File: src/design/urx_cfg.svh
`ifndef URX_CFG_SVH
`define URX_CFG_SVH

// Register byte offsets
`define URX_OFF_STATUS 12'h000
`define URX_OFF_CTRL 12'h004
`define URX_OFF_FRAME 12'h008
`define URX_OFF_DATA 12'h00C
`define URX_OFF_BAUD 12'h010

// Status register fields
`define URX_ST_PE 2
`define URX_ST_OVR 3
`define URX_ST_FE 4
`define URX_ST_RXC 7
`define URX_ST_NINTH 8

// Control register fields
`define URX_CT_EN 0
`define URX_CT_DBL 1

// Frame config fields
`define URX_FC_SIZE_LSB 0
`define URX_FC_PAR_ODD 3
`define URX_FC_PAR_EN 4
`define URX_FC_STOP2 5

// Reset values
`define URX_CTRL_RST 2'h0
`define URX_FRAME_RST 6'h03
`define URX_BAUD_RST 16'h0000

// Samples per bit, vote positions and buffer depth
`define URX_SPB_NORM 5'd16
`define URX_SPB_DBL 5'd8
`define URX_VOTE_NORM 5'd8
`define URX_VOTE_DBL 5'd4
`define URX_FIFO_DEPTH 2

`endif

File: src/design/urx_pkg.sv
package urx_pkg;

  typedef enum logic [3:0] {
    URX_IDLE = 4'b0001,
    URX_START = 4'b0010,
    URX_BITS = 4'b0100,
    URX_STOPB = 4'b1000
  } urx_state_t;

  // One buffered character with its status
  typedef struct packed {
    logic [8:0] data;
    logic fe;
    logic ovr;
    logic pe;
  } urx_entry_t;

  typedef struct packed {
    logic en;
    logic dbl;
    logic [2:0] size;
    logic par_odd;
    logic par_en;
    logic stop2;
    logic [15:0] baud;
  } urx_cfg_t;

endpackage : urx_pkg

File: src/design/urx_top.sv
// Summary of operation
// - Error flags stored with each buffered character
// - Writes to error flag bits ignored
// - Error flags raise no interrupt
// - Frame error shows first stop bit low
// - Only first stop bit is checked
// - Overrun: buffer full, shifter full, start
// - Overrun cleared on successful buffer transfer
// - Parity checked when enabled, odd or even
// - Parity result buffered until data read
// - Parity error only if enabled and mismatch
// - Disable stops reception at once
// - Disable flushes receive buffer
// - Sample at 16x, or 8x double speed
// - Start validated by samples 8-10 or 4-6
// - Majority high rejects start; resync each
// - Sixteen or eight states per bit
// - Each bit is majority of centre samples
// - Stop bit zero records frame error
// - New start accepted after stop voting
// - Receive complete reflects buffer not empty
// - Ninth bit buffered per character
// - Completed character moved into buffer
`timescale 1ns/100ps
`include "urx_cfg.svh"

module urx_top (
  input wire logic core_clk_i,
  input wire logic sys_rst_i,
  input wire logic psel_i,
  input wire logic penable_i,
  input wire logic pwrite_i,
  input wire logic [11:0] paddr_i,
  input wire logic [31:0] pwdata_i,
  output logic [31:0] prdata_o,
  output logic pready_o,
  output logic pslverr_o,
  input wire logic serial_receive_pin_i,
  output logic rx_pin_override_o
);
  import urx_pkg::*;

  function automatic logic maj3(input logic [2:0] s);
    maj3 = (s[0] & s[1]) | (s[0] & s[2]) | (s[1] & s[2]);
  endfunction : maj3

  function automatic logic is_mapped(input logic [11:0] a);
    is_mapped = (a == `URX_OFF_STATUS) || (a == `URX_OFF_CTRL) ||
      (a == `URX_OFF_FRAME) || (a == `URX_OFF_DATA) ||
      (a == `URX_OFF_BAUD);
  endfunction : is_mapped

  // Size code 7 selects nine bits; codes 4 to 6 fold onto 5 to 7
  function automatic logic [3:0] data_bits(input logic [2:0] size);
    if (size == 3'h7) begin
      data_bits = 4'h9;
    end else begin
      data_bits = 4'h5 + {2'h0, size[1:0]};
    end
  endfunction : data_bits

  // APB registers
  urx_cfg_t cfg_r, cfg_nxt;
  // First access cycle captures read data, the second one answers
  logic ack_r, ack_nxt;
  logic [31:0] prdata_r, prdata_nxt;
  logic pslverr_r, pslverr_nxt;
  // Baud divider
  logic [15:0] div_r, div_nxt;
  logic tick;
  // Receiver
  urx_state_t state_r, state_nxt;
  logic [4:0] smp_r, smp_nxt;
  logic [3:0] bit_r, bit_nxt;
  logic [2:0] win_r, win_nxt;
  logic [8:0] shf_r, shf_nxt;
  logic par_r, par_nxt;
  logic prev_r, prev_nxt;
  logic hold_r, hold_nxt;
  urx_entry_t hold_ent_r, hold_ent_nxt;
  logic ovr_pend_r, ovr_pend_nxt;
  // Buffer
  urx_entry_t fifo_r [`URX_FIFO_DEPTH];
  urx_entry_t fifo_nxt [`URX_FIFO_DEPTH];
  logic rd_ptr_r, rd_ptr_nxt;
  logic wr_ptr_r, wr_ptr_nxt;
  logic [1:0] cnt_r, cnt_nxt;

  logic acc, wr_acc, rd_acc;
  logic data_read;
  logic [4:0] spb, vote;
  logic [3:0] nbits;
  logic [3:0] ndata;
  urx_entry_t head;
  logic fifo_full, push, pop;
  logic bitval, last_smp, fe_bit, pe_bit;

  assign acc = psel_i & penable_i;
  // Writes land on the answering edge; reads and pops on the first
  assign wr_acc = acc & pwrite_i & ack_r;
  assign rd_acc = acc & ~pwrite_i & ~ack_r;
  assign data_read = rd_acc & (paddr_i == `URX_OFF_DATA);
  assign pready_o = ack_r;
  assign prdata_o = prdata_r;
  assign pslverr_o = pslverr_r;
  assign rx_pin_override_o = cfg_r.en;
  // No interrupt output exists for the error flags

  assign spb = cfg_r.dbl ? `URX_SPB_DBL : `URX_SPB_NORM;
  assign vote = cfg_r.dbl ? `URX_VOTE_DBL : `URX_VOTE_NORM;
  assign ndata = data_bits(cfg_r.size);
  assign nbits = ndata + {3'h0, cfg_r.par_en};
  assign head = fifo_r[rd_ptr_r];
  assign fifo_full = (cnt_r == 2'h2);
  assign last_smp = (smp_r == spb);
  assign bitval = maj3(win_r);

  // Register file and read data
  always_comb begin
    cfg_nxt = cfg_r;
    prdata_nxt = prdata_r;
    ack_nxt = acc & ~ack_r;
    // Error stands in the answering cycle only
    pslverr_nxt = acc & ~ack_r & ~is_mapped(paddr_i);
    if (wr_acc) begin
      unique case (paddr_i)
        `URX_OFF_STATUS: begin
          // Error flag positions are read-only
          cfg_nxt = cfg_r;
        end
        `URX_OFF_CTRL: begin
          cfg_nxt.en = pwdata_i[`URX_CT_EN];
          cfg_nxt.dbl = pwdata_i[`URX_CT_DBL];
        end
        `URX_OFF_FRAME: begin
          cfg_nxt.size = pwdata_i[`URX_FC_SIZE_LSB +: 3];
          cfg_nxt.par_odd = pwdata_i[`URX_FC_PAR_ODD];
          cfg_nxt.par_en = pwdata_i[`URX_FC_PAR_EN];
          cfg_nxt.stop2 = pwdata_i[`URX_FC_STOP2];
        end
        `URX_OFF_BAUD: cfg_nxt.baud = pwdata_i[15:0];
        `URX_OFF_DATA: cfg_nxt = cfg_r;
        default: cfg_nxt = cfg_r;
      endcase
    end
    if (rd_acc) begin
      prdata_nxt = 32'h0000_0000;
      unique case (paddr_i)
        `URX_OFF_STATUS: begin
          prdata_nxt[`URX_ST_RXC] = (cnt_r != 2'h0);
          prdata_nxt[`URX_ST_FE] = (cnt_r != 2'h0) & head.fe;
          prdata_nxt[`URX_ST_OVR] = (cnt_r != 2'h0) & head.ovr;
          prdata_nxt[`URX_ST_PE] = (cnt_r != 2'h0) & head.pe;
          prdata_nxt[`URX_ST_NINTH] = (cnt_r != 2'h0) & head.data[8];
        end
        `URX_OFF_CTRL: begin
          prdata_nxt[`URX_CT_EN] = cfg_r.en;
          prdata_nxt[`URX_CT_DBL] = cfg_r.dbl;
        end
        `URX_OFF_FRAME: begin
          prdata_nxt[`URX_FC_SIZE_LSB +: 3] = cfg_r.size;
          prdata_nxt[`URX_FC_PAR_ODD] = cfg_r.par_odd;
          prdata_nxt[`URX_FC_PAR_EN] = cfg_r.par_en;
          prdata_nxt[`URX_FC_STOP2] = cfg_r.stop2;
        end
        `URX_OFF_DATA: begin
          if (cnt_r != 2'h0) begin
            prdata_nxt[7:0] = head.data[7:0];
          end
        end
        `URX_OFF_BAUD: prdata_nxt[15:0] = cfg_r.baud;
        default: prdata_nxt = 32'h0000_0000;
      endcase
    end
  end

  always_ff @(posedge core_clk_i) begin
    if (sys_rst_i) begin
      cfg_r <= '{en: 1'b0, dbl: 1'b0, size: 3'h3, par_odd: 1'b0,
        par_en: 1'b0, stop2: 1'b0, baud: `URX_BAUD_RST};
      prdata_r <= 32'h0000_0000;
      pslverr_r <= 1'b0;
      ack_r <= 1'b0;
    end else begin
      cfg_r <= cfg_nxt;
      prdata_r <= prdata_nxt;
      pslverr_r <= pslverr_nxt;
      ack_r <= ack_nxt;
    end
  end

  // Sample-rate enable divider
  always_comb begin
    tick = 1'b0;
    div_nxt = div_r - 16'h0001;
    // Held at reload while disabled
    if (!cfg_r.en || div_r == 16'h0000) begin
      div_nxt = cfg_r.baud;
      tick = cfg_r.en;
    end
  end

  always_ff @(posedge core_clk_i) begin
    if (sys_rst_i) begin
      div_r <= 16'h0000;
    end else begin
      div_r <= div_nxt;
    end
  end

  // Clock and data recovery
  always_comb begin
    state_nxt = state_r;
    smp_nxt = smp_r;
    bit_nxt = bit_r;
    win_nxt = win_r;
    shf_nxt = shf_r;
    par_nxt = par_r;
    prev_nxt = prev_r;
    hold_nxt = hold_r;
    hold_ent_nxt = hold_ent_r;
    ovr_pend_nxt = ovr_pend_r;
    fe_bit = 1'b0;
    pe_bit = 1'b0;
    // Cleared before the tick so a capture or a new start wins
    if (push) begin
      hold_nxt = 1'b0;
      ovr_pend_nxt = 1'b0;
    end
    if (tick) begin
      prev_nxt = serial_receive_pin_i;
      if (smp_r >= vote && smp_r <= vote + 5'd2) begin
        win_nxt = {win_r[1:0], serial_receive_pin_i};
      end
      smp_nxt = smp_r + 5'd1;
      unique case (state_r)
        URX_IDLE: begin
          smp_nxt = 5'd2;
          // Falling edge, first low sample is sample 1
          if (prev_r && !serial_receive_pin_i) begin
            state_nxt = URX_START;
            win_nxt = 3'h0;
            // Held character will be overwritten: mark the loss
            if (fifo_full && hold_r) begin
              ovr_pend_nxt = 1'b1;
            end
          end
        end
        URX_START: begin
          if (smp_r == vote + 5'd3) begin
            if (maj3(win_r)) begin
              state_nxt = URX_IDLE;
              prev_nxt = 1'b1;
            end
          end
          if (last_smp) begin
            smp_nxt = 5'd1;
            bit_nxt = 4'h0;
            shf_nxt = 9'h000;
            par_nxt = cfg_r.par_odd;
            if (state_nxt == URX_START) begin
              state_nxt = URX_BITS;
            end
          end
        end
        URX_BITS: begin
          if (last_smp) begin
            smp_nxt = 5'd1;
            bit_nxt = bit_r + 4'h1;
            if (bit_r < ndata) begin
              shf_nxt[bit_r] = bitval;
              par_nxt = par_r ^ bitval;
            end else begin
              par_nxt = par_r ^ bitval;
            end
            if (bit_r + 4'h1 == nbits) begin
              state_nxt = URX_STOPB;
            end
          end
        end
        URX_STOPB: begin
          // Decide right after the last vote sample
          if (smp_r == vote + 5'd3) begin
            fe_bit = ~bitval;
            pe_bit = cfg_r.par_en & par_r;
            hold_nxt = 1'b1;
            hold_ent_nxt = '{data: shf_r, fe: fe_bit,
              ovr: ovr_pend_r, pe: pe_bit};
            state_nxt = URX_IDLE;
            // A held-low break must not look like a fresh edge
            prev_nxt = bitval | serial_receive_pin_i;
          end
        end
        default: state_nxt = URX_IDLE;
      endcase
    end
    if (!cfg_r.en) begin
      state_nxt = URX_IDLE;
      prev_nxt = 1'b1;
      hold_nxt = 1'b0;
      ovr_pend_nxt = 1'b0;
    end
  end

  always_ff @(posedge core_clk_i) begin
    if (sys_rst_i) begin
      state_r <= URX_IDLE;
      smp_r <= 5'd0;
      bit_r <= 4'h0;
      win_r <= 3'h0;
      shf_r <= 9'h000;
      par_r <= 1'b0;
      prev_r <= 1'b1;
      hold_r <= 1'b0;
      hold_ent_r <= '0;
      ovr_pend_r <= 1'b0;
    end else begin
      state_r <= state_nxt;
      smp_r <= smp_nxt;
      bit_r <= bit_nxt;
      win_r <= win_nxt;
      shf_r <= shf_nxt;
      par_r <= par_nxt;
      prev_r <= prev_nxt;
      hold_r <= hold_nxt;
      hold_ent_r <= hold_ent_nxt;
      ovr_pend_r <= ovr_pend_nxt;
    end
  end

  // Two-entry receive buffer
  assign pop = data_read & (cnt_r != 2'h0);
  assign push = hold_r & cfg_r.en & (!fifo_full | pop);

  always_comb begin
    fifo_nxt = fifo_r;
    rd_ptr_nxt = rd_ptr_r;
    wr_ptr_nxt = wr_ptr_r;
    cnt_nxt = cnt_r;
    if (push) begin
      fifo_nxt[wr_ptr_r] = hold_ent_r;
      wr_ptr_nxt = ~wr_ptr_r;
    end
    if (pop) begin
      rd_ptr_nxt = ~rd_ptr_r;
    end
    cnt_nxt = cnt_r + {1'b0, push} - {1'b0, pop};
    if (!cfg_r.en) begin
      rd_ptr_nxt = 1'b0;
      wr_ptr_nxt = 1'b0;
      cnt_nxt = 2'h0;
    end
  end

  always_ff @(posedge core_clk_i) begin
    if (sys_rst_i) begin
      fifo_r <= '{default: '0};
      rd_ptr_r <= 1'b0;
      wr_ptr_r <= 1'b0;
      cnt_r <= 2'h0;
    end else begin
      fifo_r <= fifo_nxt;
      rd_ptr_r <= rd_ptr_nxt;
      wr_ptr_r <= wr_ptr_nxt;
      cnt_r <= cnt_nxt;
    end
  end

endmodule : urx_top

File: config.mk
export PLATFORM = sky130hd
export DESIGN_NAME = urx_top
export DESIGN_NICKNAME = d
export VERILOG_FILES = /design/src/design/urx_pkg.sv /design/src/design/urx_top.sv
export VERILOG_INCLUDE_DIRS = /design/src /design/src/design
export SDC_FILE = /design/constraint.sdc
export NUM_CORES = 1
export LEC_CHECK = 0
export ABC_AREA = 1
export BUFFER_PORTS_ARGS = -buffer_cell sky130_fd_sc_hd__buf_4
export CAP_MARGIN = 20
export CORE_MARGIN = 1
export CORE_UTILIZATION = 38
export DETAILED_ROUTE_END_ITERATION = 16
export PLACE_DENSITY_LB_ADDON = 0.15
export SLEW_MARGIN = 20
export SYNTH_ARGS = -nofsm -noshare
export SYNTH_HDL_FRONTEND = slang
export SYNTH_SLANG_ARGS = --single-unit
File: constraint.sdc
create_clock -name core_clk_i -period 2.55 [get_ports core_clk_i]
set_clock_uncertainty 0.1 [all_clocks]
set_input_delay 0.51 -clock core_clk_i [delete_from_list [all_inputs] [get_ports core_clk_i]]
set_output_delay 0.51 -clock core_clk_i [all_outputs]
set_load 0.05 [all_outputs]
# Word-level counts from Yosys, hierarchy flattened
# Index checks and enable logic that the tools add are counted.
dict set report word_totals {
  ff_bits 127
  inputBits 50
  out_inout_bits 35
  wordCells 192
}
dict set report op_classes {
  n_addsub 9
  n_lt_le_gt_ge 8
  eq_ne 20
  n_mux 61
  bitwise_logic 33
  reduce_logical 26
}
# cell n
set ops {}
lappend ops {{2-to-1 mux 4 bit} 14}
lappend ops {{2-to-1 mux 12 bit} 4}
lappend ops {{2-to-1 mux 9 bit} 3}
lappend ops {{bitwise mux 24 bit} 1}
lappend ops {{== test 12 x 4 -> 1 bit, second input constant} 2}
lappend ops {{AND 1 bit} 19}
lappend ops {{case mux 9 bit (2 select lines)} 1}
lappend ops {{zero test 16 bit} 1}
lappend ops {{2-to-1 mux 1 bit} 16}
lappend ops {{2-to-1 mux 16 bit} 1}
lappend ops {{case mux 4 bit (4 select lines)} 1}
lappend ops {{subtractor 16 x 1 -> 16 bit, second input constant} 1}
lappend ops {{demux 12 bit (select 1 bit)} 1}
lappend ops {{== test 12 x 3 -> 1 bit, second input constant} 1}
lappend ops {{== test 12 x 5 -> 1 bit, second input constant} 1}
lappend ops {{zero test 12 bit} 1}
lappend ops {{!= test 2 bit, second input constant} 6}
lappend ops {{case mux 3 bit (4 select lines)} 1}
lappend ops {{adder 4 x 2 -> 5 bit, second input constant} 2}
lappend ops {{== test 5 bit} 2}
lappend ops {{2-to-1 mux 5 bit} 2}
lappend ops {{case mux 5 bit (2 select lines)} 1}
lappend ops {{AND reduction 5 bit} 2}
lappend ops {{bitwise mux 9 bit} 1}
lappend ops {{other kinds (40)} 72}

# Longest topological paths before layout
# Gate-level depths: netlist of run 1.
dict set report depth {
  word_depth 12
  ltp_mapped 14
  mapped_depth_nobuf 14
}

# Worst setup path before layout of run 1
# Ideal clock, no wire load.
dict set report synth_timing {
  path_kind {reg-to-reg}
  from {register ack_r (netlist: pready_o)}
  to {register cnt_r[1]}
  setup_ns 0.070
  t_arrival_ns 2.187
  required_ns 2.380
  path_slack_ns 0.193
  stages_incl_launch_ff 12
  n_path_buf 1
  synth_period_minus_slack_ns 2.357
  cell_sequence {dfxtp_1 > inv_1 > nand3_1 > inv_1 > clkbuf_1 > nand2_1 > inv_1 > ha_1 > inv_1 > ha_1 > or2_2 > a21oi_1}
}
dict set report synth_via {
  elab_chain_cells 8
}
# element line
set synth_lines {}
lappend synth_lines {{from (decl)} urx_top.sv:65} ;# logic ack_r, ack_nxt;
lappend synth_lines {{from (signal assigned)} urx_top.sv:188} ;# ack_r <= ack_nxt;
lappend synth_lines {{NOT 1 bit (*)} urx_top.sv:101} ;# assign rd_acc = acc & ~pwrite_i & ~ack_r;
lappend synth_lines {{AND 1 bit (*)} urx_top.sv:101}
lappend synth_lines {{AND 1 bit (*)} urx_top.sv:102} ;# assign data_read = rd_acc & (paddr_i == `URX_OFF_DATA);
lappend synth_lines {{AND 1 bit (*)} urx_top.sv:332} ;# assign pop = data_read & (cnt_r != 2'h0);
lappend synth_lines {{net pop} urx_top.sv:95} ;# logic fifo_full, push, pop;
lappend synth_lines {{OR 1 bit} urx_top.sv:333} ;# assign push = hold_r & cfg_r.en & (!fifo_full | pop);
lappend synth_lines {{AND 1 bit} urx_top.sv:333}
lappend synth_lines {{adder 2 x 1 -> 2 bit} urx_top.sv:347} ;# cnt_nxt = cnt_r + {1'b0, push} - {1'b0, pop};
lappend synth_lines {{subtractor 2 x 1 -> 2 bit (*)} urx_top.sv:347}
lappend synth_lines {{to (signal assigned)} urx_top.sv:365} ;# cnt_r <= cnt_nxt;
lappend synth_lines {{to (decl)} urx_top.sv:87} ;# logic [1:0] cnt_r, cnt_nxt;
# Mark *: on every way through the listed nets, which the timed path passes. The rest lies on a longest branch.
# A chain may end at the register's enable or synchronous reset.

# Worst setup path after layout of run 1
dict set report layout_timing {
  from {register cfg_r[19] in the netlist's numbering}
  to {register state_r[2]}
}
dict set report layout_via {
  elab_chain_cells 6
  elab_cells_between_ends 7
  classes_between {add/sub (2); eq/ne (3); mux (1); reduce/logical (1)}
}
# element line
set layout_lines {}
lappend layout_lines {{from (decl)} urx_top.sv:63} ;# urx_cfg_t cfg_r, cfg_nxt;
lappend layout_lines {{from (signal assigned)} urx_top.sv:179} ;# cfg_r <= '{en: 1'b0, dbl: 1'b0, size: 3'h3, par_odd: 1'b0,
lappend layout_lines {{from (signal assigned)} urx_top.sv:185} ;# cfg_r <= cfg_nxt;
lappend layout_lines {{adder 3 x 2 -> 4 bit / == test 3 bit (equally long branches)} {urx_top.sv:58, urx_top.sv:55}}
lappend layout_lines {{2-to-1 mux 4 bit (*)} urx_top.sv:55} ;# if (size == 3'h7) begin
lappend layout_lines {{adder 4 x 1 -> 4 bit (*)} urx_top.sv:112} ;# assign nbits = ndata + {3'h0, cfg_r.par_en};
lappend layout_lines {{== test 4 bit (*)} urx_top.sv:276} ;# if (bit_r + 4'h1 == nbits) begin
lappend layout_lines {{!= test 2 bit (no line) (*)} -}
lappend layout_lines {{AND reduction 5 bit (no line) (*)} -}
lappend layout_lines {{to (signal assigned)} urx_top.sv:318} ;# state_r <= state_nxt;
lappend layout_lines {{to (decl)} urx_top.sv:72} ;# urx_state_t state_r, state_nxt;
# Every way passes the cells marked *; elsewhere a longest branch is shown, timed or not.

==> results of run 1 <==
## per-layer routing
layer | vias up | part of all wire [%] | track usage [%]
met5 | - | 0 | 0
met3 | 17 | 3.4 | 4.67
met2 | 112 | 46 | 31.5
li1 | 3089 | - | -
met1 | 2672 | 49 | 27.8
met4 | 0 | 1.8 | 7.11
## worst min-delay path: cells and delay by family
family | cells | cell delay, ps
and+or+nand+nor | 2 | 120
buffers and inverters | 1 | 100
## state kept, by name (all words and copies together), names as in the netlist
name and count:
hold_ent_r 12, fifo_r 24, par_r 1, prdata_o 16, ovr_pend_r 1, hold_r 1
cnt_r 2, div_r 16, pready_o 1, win_r 3, prev_r 1, wr_ptr_r 1
rx_pin_override_o 1, bit_r 4, smp_r 5, rd_ptr_r 1, cfg_r 23, pslverr_o 1
state_r 4, shf_r 9
## how the worst min path moves through the flow
stage / startpoint / endpoint
floorplan: div_r[0] / div_r[0]
global placement: div_r[0] / div_r[0]
detailed placement: div_r[0] / div_r[0]
CTS: pwdata_i[1] / cfg_r[20]
global route: pwdata_i[0] / cfg_r[19]
finish: pwdata_i[1] / cfg_r[20]
## Yosys cell counts
library cell	n	area share, %
nand3_2	1	0.16
nand2_2	3	0.29
nor2_2	3	0.29
buf_2	7	0.55
o21ai_1	4	0.31
xor2_1	11	1.5
a21o_1	1	0.12
or2_2	2	0.20
nor2_8	1	0.31
xnor2_1	8	1.1
clkinv_1	1	0.059
o22ai_1	1	0.098
nand3_1	67	5.2
clkbuf_1	21	1.2
nor2_4	4	0.70
nand3_4	1	0.27
nand4_1	19	1.9
nand2_1	195	11
buf_4	17	2.0
fa_1	1	0.31
nor3b_1	2	0.23
inv_1	86	5.1
a211oi_1	3	0.35
buf_6	2	0.35
ha_1	17	3.3
a21oi_1	91	7.1
a31oi_1	2	0.20
dfxtp_1	127	40
and3_1	1	0.098
o21ai_0	69	5.4
nor3_2	3	0.47
nor3_1	14	1.1
o211ai_1	4	0.47
nand4_4	1	0.33
inv_2	7	0.41
nor2_1	116	6.8
o21bai_1	1	0.12
buf_1	2	0.12
conb_1	1	0.059
o31ai_1	1	0.12
## report_power, final
group,internal (mW),switching [mW],leakage (nW)
Sequential,1.99,0.00256,1.02
Combinational,0.0621,0.147,1.83
Clock,1.47,0.939,0.280
## cell type report
| class | instances | area [µm²] |
|---|---|---|
| flip-flops and latches | 127 | 2540 |
| clock inverters | 13 | 138 |
| well taps | 220 | 275 |
| repair buffers | 81 | 633 |
| multi-input cells | 663 | 3290 |
| fillers | 1749 | 8850 |
| inverters | 94 | 353 |
| clock buffers | 19 | 443 |
## cell families (layout without fill, tap and decap cells)
family / count (synthesis) / after routing / synth area share, %
AOI/OAI and AO/OA: 177 / 177 / 14.3
and+or+nand+nor: 433 / 433 / 29.8
DFF: 127 / 127 / 39.8
xor gates and xnor gates: 19 / 19 / 2.60
other: 1 / 16 / 0.0587
adders and majority gates: 18 / 18 / 3.64
buffers and inverters: 143 / 207 / 9.77
## placed cells by master, fill, tap and decap left out, drive strengths merged, types with 3 or more instances in the layout
master	instances
a211oi	3
a21oi	91
buf	81
clkbuf	19
clkinv	6
clkinvlp	3
conb	16
dfxtp	127
ha	17
inv	96
nand2	198
nand3	69
nand4	20
nor2	124
nor3	17
o211ai	4
o21ai	73
xnor2	8
xor2	11
## per-stage QoR
step	utilization (%)	power, mW	cell area (µm²)
after floorplan	-	2.18	6450
after global placement	42.9	2.25	7080
after detailed placement	42.9	2.25	7080
after CTS	46.4	4.65	7660
after global routing	46.4	4.77	7670
final	46.4	4.61	7670
==> flow_summary.toml, run 1 <==
[clock_network]
clockRootBuffer = "clkbuf_16"
path_clk_slew_ps = 60
worst_skew_pair.late_latency_ps = 420
clock_sinks = 127
cts_tree = "yes"
cts_made_buffers = 17
cts-hold-fix-buffers = 0
postCtsSetupBuffers = 0
h-tree-depth = 4
clockBufferDepth = 2
ctsResizeCount = 0

[critical_path]
endpoint = "state_r[2]"
cp_max_fo = 4
reg2regPathDepth = 14
crit_chain = "ha_2 -> nand2_1 -> nand2_1 -> ha_1 -> fa_1 -> xnor2_1 -> nand2_1 -> nor2_1 -> nand3_1 -> nand2_2 -> nand3_1 -> nand2_1 -> nand2_1 -> nor2_1"
worstSetupPathType = "flip-flop to flip-flop"
critPathLaunch = "cfg_r[19]"
endpoint_kind = "flip-flop"
crit_top_cell = "nand2_1"
critPathSlowestCell = "fa_1"
r2r_setup_slack_ps = 260
worstSetupStartpointType = "flip-flop"
cp_top_family = "adder cells"
cp.depth = 14
critPathArrivalTime_ps = 2550
path_buf_inv = 0
required_ps = 2800
r2r_end = "state_r[2]"
regToRegStartpoint = "cfg_r[19]"
critical-path-max-stage-delay_ps = 510

[layout]
n_antenna_cell = 0
instances_no_fill = 1217
syn2layout_area_growth_pct = 20.0
drive_gt1_share_pct = 14.1
nets = 1052

[power_and_ir_drop]
vdd_drop_max_uv = 499
leakage_nw = 3.14
p_per_area_nw_per_um2 = 600

[route]
vias = 5890
vias_per_cell = 4.84
final_antenna_net_count = 0
wl_per_cell_um = 13.8
drc = 0
routed_wl_mm = 16.8
drt-initial-drc-count = 362
first_pass_iters = 5

[sta]
fin_crit_sh_pct = 89.8
rsz0062_at_grt = "no"
maxSlewHeadroom_pct = 56.1
hold_viol = 0
final_max_slew_viol_count = 0
fin_tns_setup_ps = 0
timing.hold.ws_ps = 254
fmax_mhz = 436
worst-slew-pin-transition_ps = 656
period_minus_slack_ps = 2290
setup_slack_ps = 259
setup_violations = 0

[placement]
dp_hpwl_mm = 12.4
dp.cells = 1185
gp_congestion = 0.883
place_ws_ps = 30.9
port_buffers = 52

[global_routing]
grt_pass1_vias = 5341
grt_pass1_wl_mm = 27.7
overflow = 0
grt_usage_pct = 20.4
antenna_found_initial = 0
grt_max_degree = 45

[floorplanning]
ios = 85
die_area_um2 = 17300
die_w_um = 132
dieHeight_um = 132
num_rows = 47
coreArea_um2 = 16500
initial_utilization_pct = 38.7

[hold_path]
hold-path-cell-count = 3
hp-class = "input port to flip-flop"

[logic_synthesis]
synthCells = 918
synth_cell_types = 40
synth-seq-cells = 127
yosysSeqAreaShare_pct = 39.8
synth.cell_area_um2 = 6390
yosys_warnings = 0
avgSynthCellArea_um2 = 6.96

[run]
cap_violations = 0

[status]
outcome = "completed"
Power figures use the tool's default switching activity.
==> inputs of run 2 (changes only) <==
Clock period 2.55 ns to 2.4 ns, I/O delays scaled along.
==> run 2 against run 1 <==
Compared with the run above:
- via count up 0.37%
- die area did not move
- clock power increased by 15%
- total power up 11%
- non-clock buffer count grew 11
- clock-buffer cell count stayed put
- combinational power increased by 7%
- first-iteration DRC count fell by 1.7%
- global-route usage fell by 0.31 points
- hold slack worse by 38 ps
- critical path type unchanged
- largest cell class unchanged
- highest routed layer unchanged
==> flow_summary.toml, run 2 (same netlist as run 1, synthesis figures left out) <==
[clock_network]
worst_skew_pair.late_latency_ps = 420
clock_sinks = 127
cts_made_buffers = 17
path_clk_slew_ps = 50
clockRootBuffer = "clkbuf_16"
cts_tree = "yes"
clockBufferDepth = 2
h-tree-depth = 4
cts-hold-fix-buffers = 0

[floorplanning]
die_area_um2 = 17300
ios = 85
die_w_um = 132
initial_utilization_pct = 38.7
num_rows = 47
coreArea_um2 = 16500
dieHeight_um = 132

[critical_path]
endpoint = "state_r[1]"
cp_max_fo = 4
endpoint_kind = "flip-flop"
reg2regPathDepth = 14
worstSetupStartpointType = "flip-flop"
required_ps = 2650
r2r_end = "state_r[1]"
r2r_setup_slack_ps = 160
worstSetupPathType = "flip-flop to flip-flop"
critPathArrivalTime_ps = 2500
regToRegStartpoint = "cfg_r[20]"
critPathLaunch = "cfg_r[20]"

[status]
outcome = "completed"

[route]
wl_per_cell_um = 13.5
drc = 0
drt-initial-drc-count = 356
vias_per_cell = 4.81
vias = 5912
final_antenna_net_count = 0
first_pass_iters = 5
routed_wl_mm = 16.6

[layout]
drive_gt1_share_pct = 15.2
largest_registers = "fifo_r: 24 flops, cfg_r: 23 flops"
top_register = "fifo_r"
nets = 1063
mostFrequentLayoutCells = "nand2_1, dfxtp_1, nor2_1"
largest_reg_flops = 24
syn2layout_area_growth_pct = 21.8
mostFrequentLayoutCell = "nand2_1"
n_antenna_cell = 0

[sta]
maxSlewHeadroom_pct = 59.5
rsz0062_at_grt = "no"
final_max_slew_viol_count = 0
fmax_mhz = 446
hold_viol = 0
setup_violations = 0
worst-slew-pin-transition_ps = 606
fin_crit_sh_pct = 93.5
period_minus_slack_ps = 2240
timing.hold.ws_ps = 217

[placement]
port_buffers = 52
gp_congestion = 0.833
dp_hpwl_mm = 12.3

[global_routing]
grt_pass1_wl_mm = 27.5
grt_max_degree = 38
antenna_found_initial = 0
grt_pass1_vias = 5310
grt_usage_pct = 20.1
overflow = 0

[run]
cap_violations = 0

[power_and_ir_drop]
vdd_drop_max_uv = 474
leakage_nw = 3.19
p_per_area_nw_per_um2 = 654
p_total_mw = 5.09

[hold_path]
hp-class = "input port to flip-flop"
## run 2: how the worst min path moves through the flow
| stage | cells after the start | end | slack, ps | startpoint |
|---|---|---|---|---|
| finish | 3 | cfg_r[19] | 220 | pwdata_i[0] |
| global route | 3 | cfg_r[19] | 220 | pwdata_i[0] |
| CTS | 3 | cfg_r[19] | 210 | pwdata_i[0] |
| detailed placement | 1 | div_r[0] | 320 | div_r[0] |
| global placement | 1 | div_r[0] | 320 | div_r[0] |
| floorplan | 1 | div_r[0] | 310 | div_r[0] |
## run 2: cell type report
cell class / count / area, µm²
Tap cell: 220 / 275
Inverter: 94 / 353
Clock inverter: 13 / 186
Clock buffer: 19 / 443
Sequential cell: 127 / 2540
Fill cell: 1723 / 8740
Timing Repair Buffer: 92 / 691
Multi-Input combinational cell: 663 / 3300
## run 2: stage by stage
stage | util (%) | cell area [µm²] | instances | TNS [ps] | setup slack, ps
after global placement | 43.2 | 7130 | 1195 | -0.549 | -0.549
after detailed placement | 43.2 | 7130 | 1195 | -49.2 | -49.2
after CTS | 47.0 | 7760 | 1227 | 0 | 27.1
after floorplan | - | 6450 | 933 | 0 | 42.6
after global routing | 47.1 | 7790 | 1228 | 0 | 1.30
final | 47.1 | 7790 | 1228 | 0 | 156
## run 2: worst max-delay path, cell delays in order (launching register included)
cell and delay [ps]:
dfxtp_1 310, ha_2 180, nand2_1 60, nand2_1 70
ha_2 180, fa_1 520, xnor2_1 120, nand2_1 80
nor2_1 80, nand3_1 80, nand2_2 120, nand2_4 70
nand2_1 60, nand2_1 40, nor2_1 100
## run 2: report_power, final
group / switching, mW / internal [mW] / total (mW)
registers: 0.00298 / 2.11 / 2.12
logic: 0.156 / 0.0668 / 0.223
clock network: 0.986 / 1.77 / 2.75
total: 1.15 / 3.95 / 5.09
## run 2: what timing repair did
item	in CTS	in global routing
resized for setup	0	5
setup buffers	0	1
setup endpoints to repair	0	3
## run 2: per-layer routing
layer	vias up	global-route usage, %	part of all wire, %
li1	3102	-	-
met1	2654	27.2	49
met2	138	31.5	45
met3	18	4.59	4.0
met4	0	6.40	1.8
met5	-	0	0
